$ cat src/pkg/adc_ctrl_pkg.sv
// Register map, field layout and timing constants for the converter control
package adc_ctrl_pkg;
  // Printed offsets are not all multiples of four: they are word indices
  localparam logic [7:0] IDX_MODE_CH = 8'h0e;
  localparam logic [7:0] IDX_TIMING = 8'h0f;
  localparam logic [7:0] IDX_RES_LOW = 8'h20;
  localparam logic [7:0] IDX_RES_HIGH = 8'h21;
  // Own register for standby control
  localparam logic [7:0] IDX_STANDBY = 8'h30;
  localparam logic [9:0] ADDR_MODE_CH = {IDX_MODE_CH, 2'b00};
  localparam logic [9:0] ADDR_TIMING = {IDX_TIMING, 2'b00};
  localparam logic [9:0] ADDR_RES_LOW = {IDX_RES_LOW, 2'b00};
  localparam logic [9:0] ADDR_RES_HIGH = {IDX_RES_HIGH, 2'b00};
  localparam logic [9:0] ADDR_STANDBY = {IDX_STANDBY, 2'b00};
  // Field positions
  localparam int START_POS = 7;
  localparam int MODE_POS = 5;
  localparam int GATE_POS = 4;
  localparam int CH_POS = 0;
  localparam int KEEP_POS = 5;
  localparam int TIME_POS = 1;
  localparam int DONE_POS = 5;
  localparam int BUSY_POS = 4;
  // Reset values
  localparam logic [7:0] MODE_CH_RESET = 8'h10;
  localparam logic [7:0] TIMING_RESET = 8'h10;
  localparam logic [7:0] RES_HIGH_RESET = 8'h00;
  // Operating modes
  localparam logic [1:0] MODE_OFF = 2'b00;
  localparam logic [1:0] MODE_SINGLE = 2'b01;
  localparam logic [1:0] MODE_REPEAT = 2'b11;
  // Conversion times in hf_osc_clock cycles
  localparam logic [10:0] CONV_39 = 11'h027;
  localparam logic [10:0] CONV_78 = 11'h04e;
  localparam logic [10:0] CONV_156 = 11'h09c;
  localparam logic [10:0] CONV_312 = 11'h138;
  localparam logic [10:0] CONV_624 = 11'h270;
  localparam logic [10:0] CONV_1248 = 11'h4e0;
  localparam int NUM_CHANNELS = 8;
  localparam int RES_BITS = 10;
  // Sequencer states
  typedef enum logic [1:0] {
    ST_IDLE = 2'b00,
    ST_CONV = 2'b01,
    ST_DONE = 2'b11
  } seq_state_t;
endpackage

$ cat src/logic/sar_sequencer.sv
// Successive approximation sequencer: timed bit-by-bit result resolution
`timescale 1ns/1ps
`default_nettype none
module sar_sequencer #(
  parameter int WIDTH = 10
) (
  input wire logic pclk, // Clock
  input wire logic presetn, // Async reset, active low
  input wire logic start, // Begin a conversion
  input wire logic abort, // Drop conversion at once
  input wire logic [10:0] conv_cycles, // Total cycles of conversion
  input wire logic comp_in, // Comparator: input above DAC
  output logic [WIDTH-1:0] dac_code, // Ladder DAC setting
  output logic busy, // Conversion running
  output logic finish, // One-cycle completion pulse
  output logic [WIDTH-1:0] result // Final resolved value
);
  localparam logic [10:0] ONE = 11'h001;
  logic [10:0] cnt_reg;
  logic [WIDTH-1:0] trial_reg;
  logic [WIDTH-1:0] bit_reg;
  logic busy_reg;
  logic finish_reg;
  logic [WIDTH-1:0] result_reg;
  logic [10:0] step_len;
  logic [10:0] step_cnt_reg;
  logic step_tick;
  logic last_tick;
  logic [WIDTH-1:0] decided;

  // Bit step length spreads the conversion time over WIDTH steps
  assign step_len = conv_cycles / 11'(WIDTH);
  assign step_tick = busy_reg && (step_cnt_reg == step_len - ONE);
  assign last_tick = busy_reg && (cnt_reg == conv_cycles - ONE);
  assign decided = comp_in ? trial_reg : (trial_reg & ~bit_reg);
  assign dac_code = trial_reg;
  assign busy = busy_reg;
  assign finish = finish_reg;
  assign result = result_reg;

  // Counter, MSB-first trials and completion
  always_ff @(posedge pclk or negedge presetn)
  begin
    if (!presetn)
    begin
      cnt_reg <= '0;
      step_cnt_reg <= '0;
      trial_reg <= '0;
      bit_reg <= '0;
      busy_reg <= 1'b0;
      finish_reg <= 1'b0;
      result_reg <= '0;
    end
    else if (abort)
    begin
      busy_reg <= 1'b0;
      finish_reg <= 1'b0;
      cnt_reg <= '0;
      step_cnt_reg <= '0;
    end
    else if (start)
    begin
      busy_reg <= 1'b1;
      finish_reg <= 1'b0;
      cnt_reg <= '0;
      step_cnt_reg <= '0;
      bit_reg <= {1'b1, {(WIDTH-1){1'b0}}};
      trial_reg <= {1'b1, {(WIDTH-1){1'b0}}};
    end
    else
    begin
      finish_reg <= last_tick;
      cnt_reg <= busy_reg ? cnt_reg + ONE : '0;
      if (last_tick)
      begin
        busy_reg <= 1'b0;
        result_reg <= (bit_reg != '0) ? decided : trial_reg;
      end
      else if (step_tick)
      begin
        step_cnt_reg <= '0;
        if (bit_reg != '0)
        begin
          trial_reg <= decided | (bit_reg >> 1);
          bit_reg <= bit_reg >> 1;
        end
      end
      else if (busy_reg)
      begin
        step_cnt_reg <= step_cnt_reg + ONE;
      end
    end
  end
endmodule
`default_nettype wire

$ cat src/logic/sar_adc_control_unit.sv
// APB register file and control for the 10-bit SAR converter
//
// Added by the designer: the APB interface to the registers.
`timescale 1ns/1ps
`default_nettype none
module sar_adc_control_unit #(
  parameter int CH_COUNT = adc_ctrl_pkg::NUM_CHANNELS
) (
  input wire logic pclk, // Bus and hf_osc_clock
  input wire logic presetn, // Async reset, active low
  input wire logic psel, // APB select
  input wire logic penable, // APB access phase
  input wire logic pwrite, // APB direction
  input wire logic [11:0] paddr, // APB byte address
  input wire logic [31:0] pwdata, // APB write data
  output logic [31:0] prdata, // APB read data
  output logic pready, // APB ready
  output logic pslverr, // APB error
  input wire logic comp_in, // Comparator result
  input wire logic standby_req, // Chip in stop, slow or sleep
  output logic [9:0] dac_code, // Ladder DAC setting
  output logic ladder_on, // Ladder connected
  output logic [CH_COUNT-1:0] chan_sel, // One-hot analog input select
  output logic inputs_enable, // Analog inputs gated on
  output logic sample_hold, // Sample-hold tracking
  output logic conv_done_irq // Completion interrupt pulse
);
  logic [7:0] mode_ch_reg;
  logic [7:0] mode_ch_next;
  logic [7:0] timing_reg;
  logic [7:0] timing_next;
  logic [9:0] result_reg;
  logic done_reg;
  logic done_next;
  logic standby_reg;
  logic [31:0] prdata_reg;
  logic [31:0] rd_word;
  logic pslverr_reg;
  logic irq_reg;
  logic [9:0] dac_reg;
  logic ladder_reg;
  logic [CH_COUNT-1:0] chan_reg;
  logic gate_reg;
  logic sh_reg;

  // Bus phase decode
  wire access = psel && penable;
  wire wr_en = access && pwrite;
  wire rd_en = access && !pwrite;

  // Word index of the byte address against the register indices
  wire [9:0] word_addr = paddr[11:2];
  wire hit_mode = word_addr == {2'b00, adc_ctrl_pkg::IDX_MODE_CH};
  wire hit_time = word_addr == {2'b00, adc_ctrl_pkg::IDX_TIMING};
  wire hit_low = word_addr == {2'b00, adc_ctrl_pkg::IDX_RES_LOW};
  wire hit_high = word_addr == {2'b00, adc_ctrl_pkg::IDX_RES_HIGH};
  wire hit_stby = word_addr == {2'b00, adc_ctrl_pkg::IDX_STANDBY};
  wire mapped = hit_mode | hit_time | hit_low | hit_high | hit_stby;
  wire standby = standby_reg | standby_req;

  // Register fields
  wire [1:0] op_mode_field = mode_ch_reg[adc_ctrl_pkg::MODE_POS +: 2];
  wire conv_start_bit = mode_ch_reg[adc_ctrl_pkg::START_POS];
  wire analog_input_gate = mode_ch_reg[adc_ctrl_pkg::GATE_POS];
  wire [3:0] channel_select = mode_ch_reg[adc_ctrl_pkg::CH_POS +: 4];
  wire ladder_keep_on = timing_reg[adc_ctrl_pkg::KEEP_POS];
  wire [2:0] time_code = timing_reg[adc_ctrl_pkg::TIME_POS +: 3];

  // Mode decode
  wire mode_off = op_mode_field == adc_ctrl_pkg::MODE_OFF;
  wire mode_repeat = op_mode_field == adc_ctrl_pkg::MODE_REPEAT;
  wire mode_valid = op_mode_field == adc_ctrl_pkg::MODE_SINGLE || mode_repeat;

  // Sequencer hookup
  wire seq_busy;
  wire seq_finish;
  wire [9:0] seq_result;
  wire [9:0] seq_dac;
  logic [10:0] conv_cycles;
  // Start when bit set in a usable mode, or on repeat completion
  wire launch = !standby && mode_valid && ((conv_start_bit && !seq_busy)
    || (mode_repeat && seq_finish));
  wire abort = standby || mode_off;
  wire commit = seq_finish && !abort;

  // Conversion time decode; reserved codes fall back to slowest
  always_comb
  begin
    case (time_code)
      3'b000: conv_cycles = adc_ctrl_pkg::CONV_39;
      3'b010: conv_cycles = adc_ctrl_pkg::CONV_78;
      3'b011: conv_cycles = adc_ctrl_pkg::CONV_156;
      3'b100: conv_cycles = adc_ctrl_pkg::CONV_312;
      3'b101: conv_cycles = adc_ctrl_pkg::CONV_624;
      3'b110: conv_cycles = adc_ctrl_pkg::CONV_1248;
      default: conv_cycles = adc_ctrl_pkg::CONV_1248;
    endcase
  end

  sar_sequencer #(
    .WIDTH(adc_ctrl_pkg::RES_BITS)
  ) u_seq (
    .pclk(pclk),
    .presetn(presetn),
    .start(launch),
    .abort(abort),
    .conv_cycles(conv_cycles),
    .comp_in(comp_in),
    .dac_code(seq_dac),
    .busy(seq_busy),
    .finish(seq_finish),
    .result(seq_result)
  );

  // Control register next values; start bit self-clears once launched
  always_comb
  begin
    mode_ch_next = mode_ch_reg;
    timing_next = timing_reg;
    if (wr_en && hit_mode)
      mode_ch_next = pwdata[7:0];
    if (wr_en && hit_time)
      timing_next = {2'b00, pwdata[5:0]};
    if (launch && conv_start_bit)
      mode_ch_next[adc_ctrl_pkg::START_POS] = 1'b0;
    if (standby)
    begin
      mode_ch_next = adc_ctrl_pkg::MODE_CH_RESET;
      timing_next = adc_ctrl_pkg::TIMING_RESET;
    end
  end

  // Done flag: completion set wins over a read clear
  always_comb
  begin
    done_next = done_reg;
    if (rd_en && hit_high)
      done_next = 1'b0;
    if (launch)
      done_next = 1'b0;
    if (commit)
      done_next = 1'b1;
  end

  // Read data mux; flags read-only, undefined bits read as zero
  always_comb
  begin
    rd_word = '0;
    if (hit_mode)
      rd_word[7:0] = mode_ch_reg;
    if (hit_time)
      rd_word[7:0] = {2'b00, timing_reg[5:0]};
    if (hit_low)
      rd_word[7:0] = {result_reg[1:0], done_reg, seq_busy, 4'h0};
    if (hit_high)
      rd_word[7:0] = result_reg[9:2];
    if (hit_stby)
      rd_word[0] = standby_reg;
  end

  // Registers and bus response
  always_ff @(posedge pclk or negedge presetn)
  begin
    if (!presetn)
    begin
      mode_ch_reg <= adc_ctrl_pkg::MODE_CH_RESET;
      timing_reg <= adc_ctrl_pkg::TIMING_RESET;
      result_reg <= {adc_ctrl_pkg::RES_HIGH_RESET, 2'b00};
      done_reg <= 1'b0;
      standby_reg <= 1'b0;
      prdata_reg <= '0;
      pslverr_reg <= 1'b0;
      irq_reg <= 1'b0;
    end
    else
    begin
      mode_ch_reg <= mode_ch_next;
      timing_reg <= timing_next;
      done_reg <= done_next;
      irq_reg <= commit;
      if (commit)
        result_reg <= seq_result;
      else if (standby)
        result_reg <= '0;
      if (wr_en && hit_stby)
        standby_reg <= pwdata[0];
      if (psel && !penable)
      begin
        prdata_reg <= rd_word;
        pslverr_reg <= !mapped;
      end
    end
  end

  // Analog side outputs
  always_ff @(posedge pclk or negedge presetn)
  begin
    if (!presetn)
    begin
      dac_reg <= '0;
      ladder_reg <= 1'b0;
      gate_reg <= 1'b0;
      sh_reg <= 1'b0;
    end
    else
    begin
      dac_reg <= seq_dac;
      ladder_reg <= !standby && (ladder_keep_on || seq_busy);
      gate_reg <= !analog_input_gate;
      sh_reg <= launch;
    end
  end

  // One-hot channel routing; reserved codes select nothing
  genvar ch;
  generate
    for (ch = 0; ch < CH_COUNT; ch++)
    begin : g_ch
      always_ff @(posedge pclk or negedge presetn)
      begin
        if (!presetn)
          chan_reg[ch] <= 1'b0;
        else
          chan_reg[ch] <= channel_select == 4'(ch);
      end
    end
  endgenerate

  assign prdata = prdata_reg;
  assign pready = 1'b1;
  assign pslverr = pslverr_reg;
  assign dac_code = dac_reg;
  assign ladder_on = ladder_reg;
  assign chan_sel = chan_reg;
  assign inputs_enable = gate_reg;
  assign sample_hold = sh_reg;
  assign conv_done_irq = irq_reg;
endmodule
`default_nettype wire

$ cat config.mk
export PLATFORM = sky130hd
export DESIGN_NAME = sar_adc_control_unit
export DESIGN_NICKNAME = d
export VERILOG_FILES = /design/src/pkg/adc_ctrl_pkg.sv /design/src/logic/sar_sequencer.sv /design/src/logic/sar_adc_control_unit.sv
export SDC_FILE = /design/constraint.sdc
export NUM_CORES = 1
export LEC_CHECK = 0
export CORE_ASPECT_RATIO = 0.8
export CORE_UTILIZATION = 65
export CTS_BUF_LIST = sky130_fd_sc_hd__clkbuf_4
export DETAILED_ROUTE_END_ITERATION = 12
export DONT_BUFFER_PORTS = 1
export PLACE_DENSITY_LB_ADDON = 0.08
export SLEW_MARGIN = 20
export SYNTH_ARGS = -nofsm -noshare
export SYNTH_HDL_FRONTEND = slang
export SYNTH_SLANG_ARGS = --single-unit
$ cat constraint.sdc
create_clock -name pclk -period 3.82 [get_ports pclk]
set_input_delay 0.191 -clock pclk [delete_from_list [all_inputs] [get_ports pclk]]
set_output_delay 0.191 -clock pclk [all_outputs]
set_load 0.01 [all_outputs]
==> reports/qor.yml, run 1 <==
pwr:
  p_leak_nw: 2.769
  ir_drop_v: 0.0003468
  cellPowerDensity_nw_per_um2: 306.6
  power_mw: 1.886
clock_network:
  cts_tree: "built"
  postCtsSetupBuffers: 0
  ctsResizeCount: 0
  clk_pin_slew_worst_paths_ns: 0.17
  hold_buffers: 21
  clkSinkCount: 111
  insertion_delay_ns: 0.49
  htreeDepth: 3
  clockBufferDepth: 2
  cts_root_buf: "clkbuf_4"
  cts_made_buffers: 9
die:
  rows: 30
  initial_core_util_pct: 67.95
  dieWidth_um: 108.0
  coreArea_um2: 8596
  dieArea_um2: 9371
  ios: 107
  die_h_um: 86.79
synth:
  ys.flop_type: "dfrtp_1"
  ys_warn_count: 0
  syn_area_um2: 5841
  synth_edf_count: 0
  synth.avg_cell_area_um2: 9.451
  synth.yosys.seq_area_share_pct: 47.60
  async_flop_share_pct: 100.0
  synth_cell_types: 76
  syn_inst: 618
  ys_ff_latch: 111
run_status:
  status: "completed"
drt:
  dr.pass1.iters: 5
  drt-wirelength-per-cell_um: 17.14
  routed_wl_mm: 12.61
  ant_nets: 0
  drc: 0
  via_per_inst: 6.046
  via_count: 4450
  dr.first_iter.drc_count: 327
global_routing:
  grt_use_total_pct: 29.35
  antenna_found_initial: 0
  grt_pass1_wl_mm: 20.96
  grt-ovfl-total: 0
  grt_pass1_vias: 4203
  grt_max_degree: 112
final_layout:
  final_common_cell: "dfrtp_1"
  antenna_cells: 0
  layout-drive-gt1-share_pct: 8.494
  num-nets-final: 676
  syn2layout_area_growth_pct: 5.356
  instances_no_fill: 736
  layout_common_cells: "109 x dfrtp_1, 91 x nand2_1, 53 x nor2_1, 34 x o21ai_0, 33 x nand3_1"
  design_area_um2: 6153
worst_setup_path:
  worstSetupStartpointType: "flop"
  crit_arrival_ns: 3.90
  critPathRequiredTime_ns: 4.20
  cp_max_fo: 13
  setup.worst_path.class: "reg2reg"
  endpoint_kind: "flop"
sta:
  rsz0062_at_grt: "false"
  drv_slew: 0
  timing.final.crit_share_pct: 92.07
  hold_viol_final: 0
  max_freq_mhz: 284.3
  relSlewSlack_pct: 54.86
  final.setup.tns_ns: 0
  finalCriticalPeriod_ns: 3.517
  setup_ws_ns: 0.3028
  worst_pin_slew_ns: 0.6747
  fin_skew_ns: 0.01725
  setup_violations: 0
placement:
  port_buffers: 0
  dp.cells: 699
  dp_slack_ns: 0.3573
  dpl_cell_area_um2: 5771
  place.gp.congestion: 0.8916
  dp_hpwl_mm: 8.534
flow_run:
  maxCapViolations: 0
min_path:
  min_path_type: "in2reg"
## layout make-up
class                           instances  area (um^2)
Fill cell                             644         2442
Tap cell                              112        140.1
Inverter                               20        75.07
Multi-Input combinational cell        446         2700
Clock buffer                            9        67.56
Clock inverter                          7        87.58
Sequential cell                       111         2780
Timing Repair Buffer                   31        302.8
## layer usage
layer	track usage (%)	wire length (um)	vias to the layer above
met3	6.992	764	16
met5	0	0	-
met1	41.96	5834	2153
met2	45.22	5843	171
li1	-	-	2110
met4	7.347	172	0
## worst max-delay path, stage by stage, from the launching register on
cell,delay [ns]
dfrtp_1,0.61
and2_1,0.26
o21bai_1,0.14
ha_1,0.37
xor2_1,0.14
o311ai_1,0.38
o21bai_1,0.15
o311ai_2,0.42
nand2b_4,0.18
a221o_1,0.46
a221o_1,0.31
## report_power, final
part / switching [mW] / total [mW] / internal, mW
logic: 0.0520 / 0.0714 / 0.0194
clock network: 0.417 / 0.634 / 0.216
registers: 0.00287 / 1.18 / 1.18
## path summary, 6_finish.rpt
kind	slack, ns	to	cells past startpoint	startpoint
setup / recovery	0.30	u_seq.dac_code[6]	10	timing_reg[3]
max in group asynchronous	3.09	u_seq.bit_reg[5]	2	presetn
min in group asynchronous	0.31	standby_reg	2	presetn
setup reg to reg	0.30	u_seq.dac_code[6]	10	timing_reg[3]
hold / removal	0.07	pslverr	2	paddr[2]
hold reg to reg	0.41	dac_code[2]	0	u_seq.dac_code[2]
## cells in the mapped netlist, types with 5 or more instances
cell type / instances / share of area (%)
and2_1: 5 / 0.54
mux2i_1: 17 / 2.9
clkbuf_1: 23 / 1.5
nand3_1: 33 / 2.8
a31oi_1: 5 / 0.54
nand2_1: 91 / 5.8
xor2_1: 11 / 1.6
buf_2: 8 / 0.69
a22o_1: 12 / 1.8
nand2b_1: 10 / 1.1
mux2_2: 5 / 0.96
ha_1: 6 / 1.3
nand4_1: 5 / 0.54
nor4_1: 12 / 1.3
dfrtp_1: 109 / 47
buf_4: 26 / 3.3
xnor2_1: 13 / 1.9
nor2_1: 53 / 3.4
inv_1: 20 / 1.3
nor3_1: 6 / 0.51
o21ai_0: 34 / 2.9
a31o_2: 5 / 0.75
a21oi_1: 8 / 0.69
## logic make-up after synthesis
logic type / Yosys count / share of synthesized area [%]
buf+inv: 84 / 7.755
other cells: 2 / 0.1286
xor+xnor: 24 / 3.599
simple gates: 255 / 21.94
flops: 111 / 47.60
compound gates: 114 / 13.82
mux: 22 / 3.877
fa+ha+maj: 6 / 1.285
## through the flow
stage | hold slack, ns | utilization (%)
floorplan | -0.1046 | -
global placement | -0.1026 | 67.13
detailed placement | -0.1027 | 67.13
CTS | 0.02147 | 71.59
global route | 0.05791 | 71.59
finish | 0.06656 | 71.59
(Power assumes the default switching activity.)
==> run 2, diff against run 1 <==
--- a/config.mk
+++ b/config.mk
@@ -5,6 +5,8 @@
 export SDC_FILE = /design/constraint.sdc
 export NUM_CORES = 1
 export LEC_CHECK = 0
+export ABC_AREA = 1
+export CAP_MARGIN = 20
 export CORE_ASPECT_RATIO = 0.8
 export CORE_UTILIZATION = 65
 export CTS_BUF_LIST = sky130_fd_sc_hd__clkbuf_4
==> run 2 against run 1 <==
Non-clock buffer count fell by 9. Cell count rose by 13%. Sequential share of layout area rose by 0.88 points. Cell area fell by 1.9%. Critical endpoint is now u_seq.dac_code[7].
==> reports/qor.yml, run 2 <==
final_layout:
  syn2layout_area_growth_pct: 5.999  # was 5.356%
  fillers: 691  # was 644
  instances_no_fill: 833  # was 736
  layout_common_cells: "156 x nand2_1, 109 x dfrtp_1, 86 x inv_1, 63 x nor2_1, 48 x nand3_1"  # was 109 x dfrtp_1, 91 x nand2_1, 53 x nor2_1, 34 x o21ai_0, 33 x nand3_1
  seqCellArea_um2: 2780  # unchanged
  antenna_cells: 0  # unchanged
  layout-drive-gt1-share_pct: 6.796  # was 8.494%
  multiInputGateArea_um2: 2389  # was 2700 um^2
  num-nets-final: 773  # was 676
  final_common_cell: "nand2_1"  # was dfrtp_1
synth:
  ys_ff_latch: 111  # unchanged
  ys_warn_count: 0  # unchanged
  synth_cell_types: 41  # was 76
  synth_top_area_cell: "dfrtp_1"  # unchanged
  async_flop_share_pct: 100.0  # unchanged
  synth_edf_count: 0  # unchanged
  synth_common_cells: "156 x nand2_1, 109 x dfrtp_1, 86 x inv_1"  # was 109 x dfrtp_1, 91 x nand2_1, 53 x nor2_1
  synth.avg_cell_area_um2: 8.135  # was 9.451 um^2
  synthMostInstantiatedCell: "nand2_1"  # was dfrtp_1
  synth_top_cell_area_share_pct: 47.90  # was 46.70%
  syn_area_um2: 5694  # was 5841 um^2
  ys.flop_type: "dfrtp_1"  # unchanged
  synth.yosys.seq_area_share_pct: 48.82  # was 47.60%
  syn_inst: 700  # was 618
  netlist_top_cells_area: "dfrtp_1 48%, nand2_1 10%, inv_1 5.7%, nand3_1 4.2%, nor2_1 4.2%"  # was dfrtp_1 47%, nand2_1 5.8%, nor2_1 3.4%, buf_4 3.3%, mux2i_1 2.9%
pwr:
  clock_power_share_pct: 32.5  # was 33.6%
  p_switching_uw: 497.7  # was 472.4 uW
  seqPwrFrac_pct: 62.3  # was 62.6%
  comb_power_share_pct: 5.2  # was 3.8%
  netSwitchingFraction_pct: 25.81  # was 25.04%
  p_int_mw: 1.431  # was 1.414 mW
  ir_drop_v: 0.0002070  # was 0.0003468 V
  p_leak_nw: 2.936  # was 2.769 nW
  cellPowerDensity_nw_per_um2: 319.5  # was 306.6 nW/um^2
worst_setup_path:
  critPathRequiredTime_ns: 4.19  # was 4.20 ns
  crit_arrival_ns: 3.64  # was 3.90 ns
  setup.worst_path.class: "reg2reg"  # unchanged
  critPathLaunch: "timing_reg[2]"  # was timing_reg[3]
  cp_max_fo: 21  # was 13
  endpoint_kind: "flop"  # unchanged
  r2r_start: "timing_reg[2]"  # was timing_reg[3]
  worstSetupStartpointType: "flop"  # unchanged
global_routing:
  grt_pass1_vias: 4398  # was 4203
  grt_use_total_pct: 29.44  # was 29.35%
  grt_pass1_wl_mm: 21.09  # was 20.96 mm
  grt_max_degree: 112  # unchanged
  antenna_found_initial: 0  # unchanged
  grt-ovfl-total: 0  # unchanged
die:
  dieWidth_um: 106.6  # was 108.0 um
  ios: 107  # unchanged
  dieArea_um2: 9141  # was 9371 um^2
  rows: 30  # unchanged
  die_h_um: 85.72  # was 86.79 um
  initial_core_util_pct: 67.12  # was 67.95%
  coreArea_um2: 8483  # was 8596 um^2
drt:
  drt-wirelength-per-cell_um: 14.80  # was 17.14 um
  met1Wirelength_mm: 5.807  # was 5.834 mm
  ant_nets: 0  # unchanged
  dr.first_iter.drc_count: 485  # was 327
  routed_wl_mm: 12.33  # was 12.61 mm
  dr_wl_met2_mm: 5.404  # was 5.843 mm
  via_count: 4724  # was 4450
  dr.pass1.iters: 7  # was 5
  drc: 0  # unchanged
  dr.max_layer_used: "met4"  # unchanged
  via_per_inst: 5.671  # was 6.046
  wl_met3_um: 962  # was 764 um
clock_network:
  clk_pin_slew_worst_paths_ns: 0.19  # was 0.17 ns
  cts_root_buf: "clkbuf_4"  # unchanged
  insertion_delay_ns: 0.48  # was 0.49 ns
  cts_tree: "built"  # unchanged
  postCtsSetupBuffers: 0  # unchanged
  htreeDepth: 3  # unchanged
  clockBufferDepth: 2  # unchanged
  clkSinkCount: 111  # unchanged
  cts_made_buffers: 9  # unchanged
  ctsResizeCount: 0  # unchanged
placement:
  place.gp.congestion: 0.9161  # was 0.8916
  port_buffers: 0  # unchanged
  dp.cells: 800  # was 699
  dp_hpwl_mm: 8.747  # was 8.534 mm
sta:
  rsz0062_at_grt: "false"  # unchanged
  final.setup.tns_ns: 0  # unchanged
  max_freq_mhz: 305.6  # was 284.3 MHz
  worst_pin_slew_ns: 0.7239  # was 0.6747 ns
  relSlewSlack_pct: 51.56  # was 54.86%
  fin_skew_ns: 0.02973  # was 0.01725 ns
  timing.final.crit_share_pct: 85.66  # was 92.07%
  drv_slew: 0  # unchanged
  finalCriticalPeriod_ns: 3.272  # was 3.517 ns
  setup_violations: 0  # unchanged
  hold_viol_final: 0  # unchanged
flow_run:
  maxCapViolations: 0  # unchanged
min_path:
  min_path_type: "in2reg"  # unchanged
  min_from: "psel"  # was paddr[2]
run_status:
  status: "completed"  # unchanged
## run 2: changes by cell type after synthesis, moves of 8 or more
cell      delta
nand2_1     +65
nand4_1     +21
nand2b_1    -10
nor2_1      +10
nand3_1     +15
o22ai_1     +10
nor3_1      +13
a22o_1      -12
o21ai_1     +10
mux2i_1     -17
nor4_1      -11
clkbuf_1    -16
xnor2_1      -8
inv_1       +66
## run 2: path summary, 6_finish.rpt
kind	to	slack (ns)	cells past startpoint
worst max-delay path	u_seq.dac_code[7]	0.55	19
worst min-delay path	done_reg	0.02	3
worst max register to register	u_seq.dac_code[7]	0.55	19
worst min register to register	dac_code[2]	0.42	0
max in group asynchronous	u_seq.result[1]	3.06	2
min in group asynchronous	chan_sel[5]	0.25	2
## run 2: power groups by stage
stage | registers, mW | clock network, mW | logic, mW
finish | 1.20 | 0.627 | 0.0999
detailed placement | 1.22 | 0 | 0.0590
floorplan | 1.22 | 0 | 0.0694
global placement | 1.22 | 0 | 0.0575
global route | 1.20 | 0.679 | 0.113
CTS | 1.20 | 0.640 | 0.0991
## run 2: through the flow
step | cell area (um^2) | power [mW] | hold WS [ns] | util, % | worst slack [ns]
finish | 6036 | 1.928 | 0.01894 | 71.15 | 0.5477
global route | 6036 | 1.995 | 0.01164 | 71.15 | 0.1983
CTS | 6036 | 1.941 | 0.002541 | 71.15 | 0.5987
detailed placement | 5695 | 1.282 | -0.1023 | 67.14 | 0.6703
global placement | 5695 | 1.280 | -0.1025 | 67.14 | 0.7345
floorplan | 5781 | 1.290 | -0.1046 | - | 1.280
## run 2: layer usage
| layer | GRT usage [%] | vias to the layer above |
|---|---|---|
| met5 | 0 | - |
| met4 | 9.838 | 0 |
| met3 | 5.623 | 16 |
| met2 | 44.46 | 195 |
| met1 | 43.00 | 2239 |
| li1 | - | 2274 |
## run 2: cell type report
type / count / share of cell area (%)
clock inverter: 7 / 1.410
sequential: 111 / 46.06
clock buffer: 9 / 1.119
tap: 112 / 2.322
multi-input combinational: 479 / 39.57
timing repair buffer: 22 / 3.731
inverter: 93 / 5.784
## run 2: critical path: stages, from the launching register on
cell	delay [ns]
dfrtp_1	0.50
inv_2	0.17
nand2_2	0.08
nand2_2	0.12
nand2_2	0.11
inv_2	0.07
ha_1	0.32
inv_2	0.13
o2111ai_1	0.24
inv_1	0.06
nand2_1	0.14
nand2_1	0.09
nand2_1	0.07
nand2_1	0.05
nor2_1	0.16
nand3_2	0.10
nor2_2	0.11
nand3_2	0.35
nand3_1	0.19
nand2_1	0.08
## run 2: cells by family (layout without fill, tap and decap cells)
family                     Yosys count  in the layout  synth area share [%]
adders and majority gates            6              6                 1.318
and+or+nand+nor                    338            338                 26.76
AOI/OAI and AO/OA                   93             93                 9.603
xor gates and xnor gates            17             17                 2.615
DFF                                111            111                 48.82
other                                2             25                0.1319
buffers and inverters              133            131                 10.75
## run 2: what timing repair did
action	in CTS	in global routing
endpoints found under the setup margin	0	0
hold buffers	17	0
hold endpoints to repair	134	0
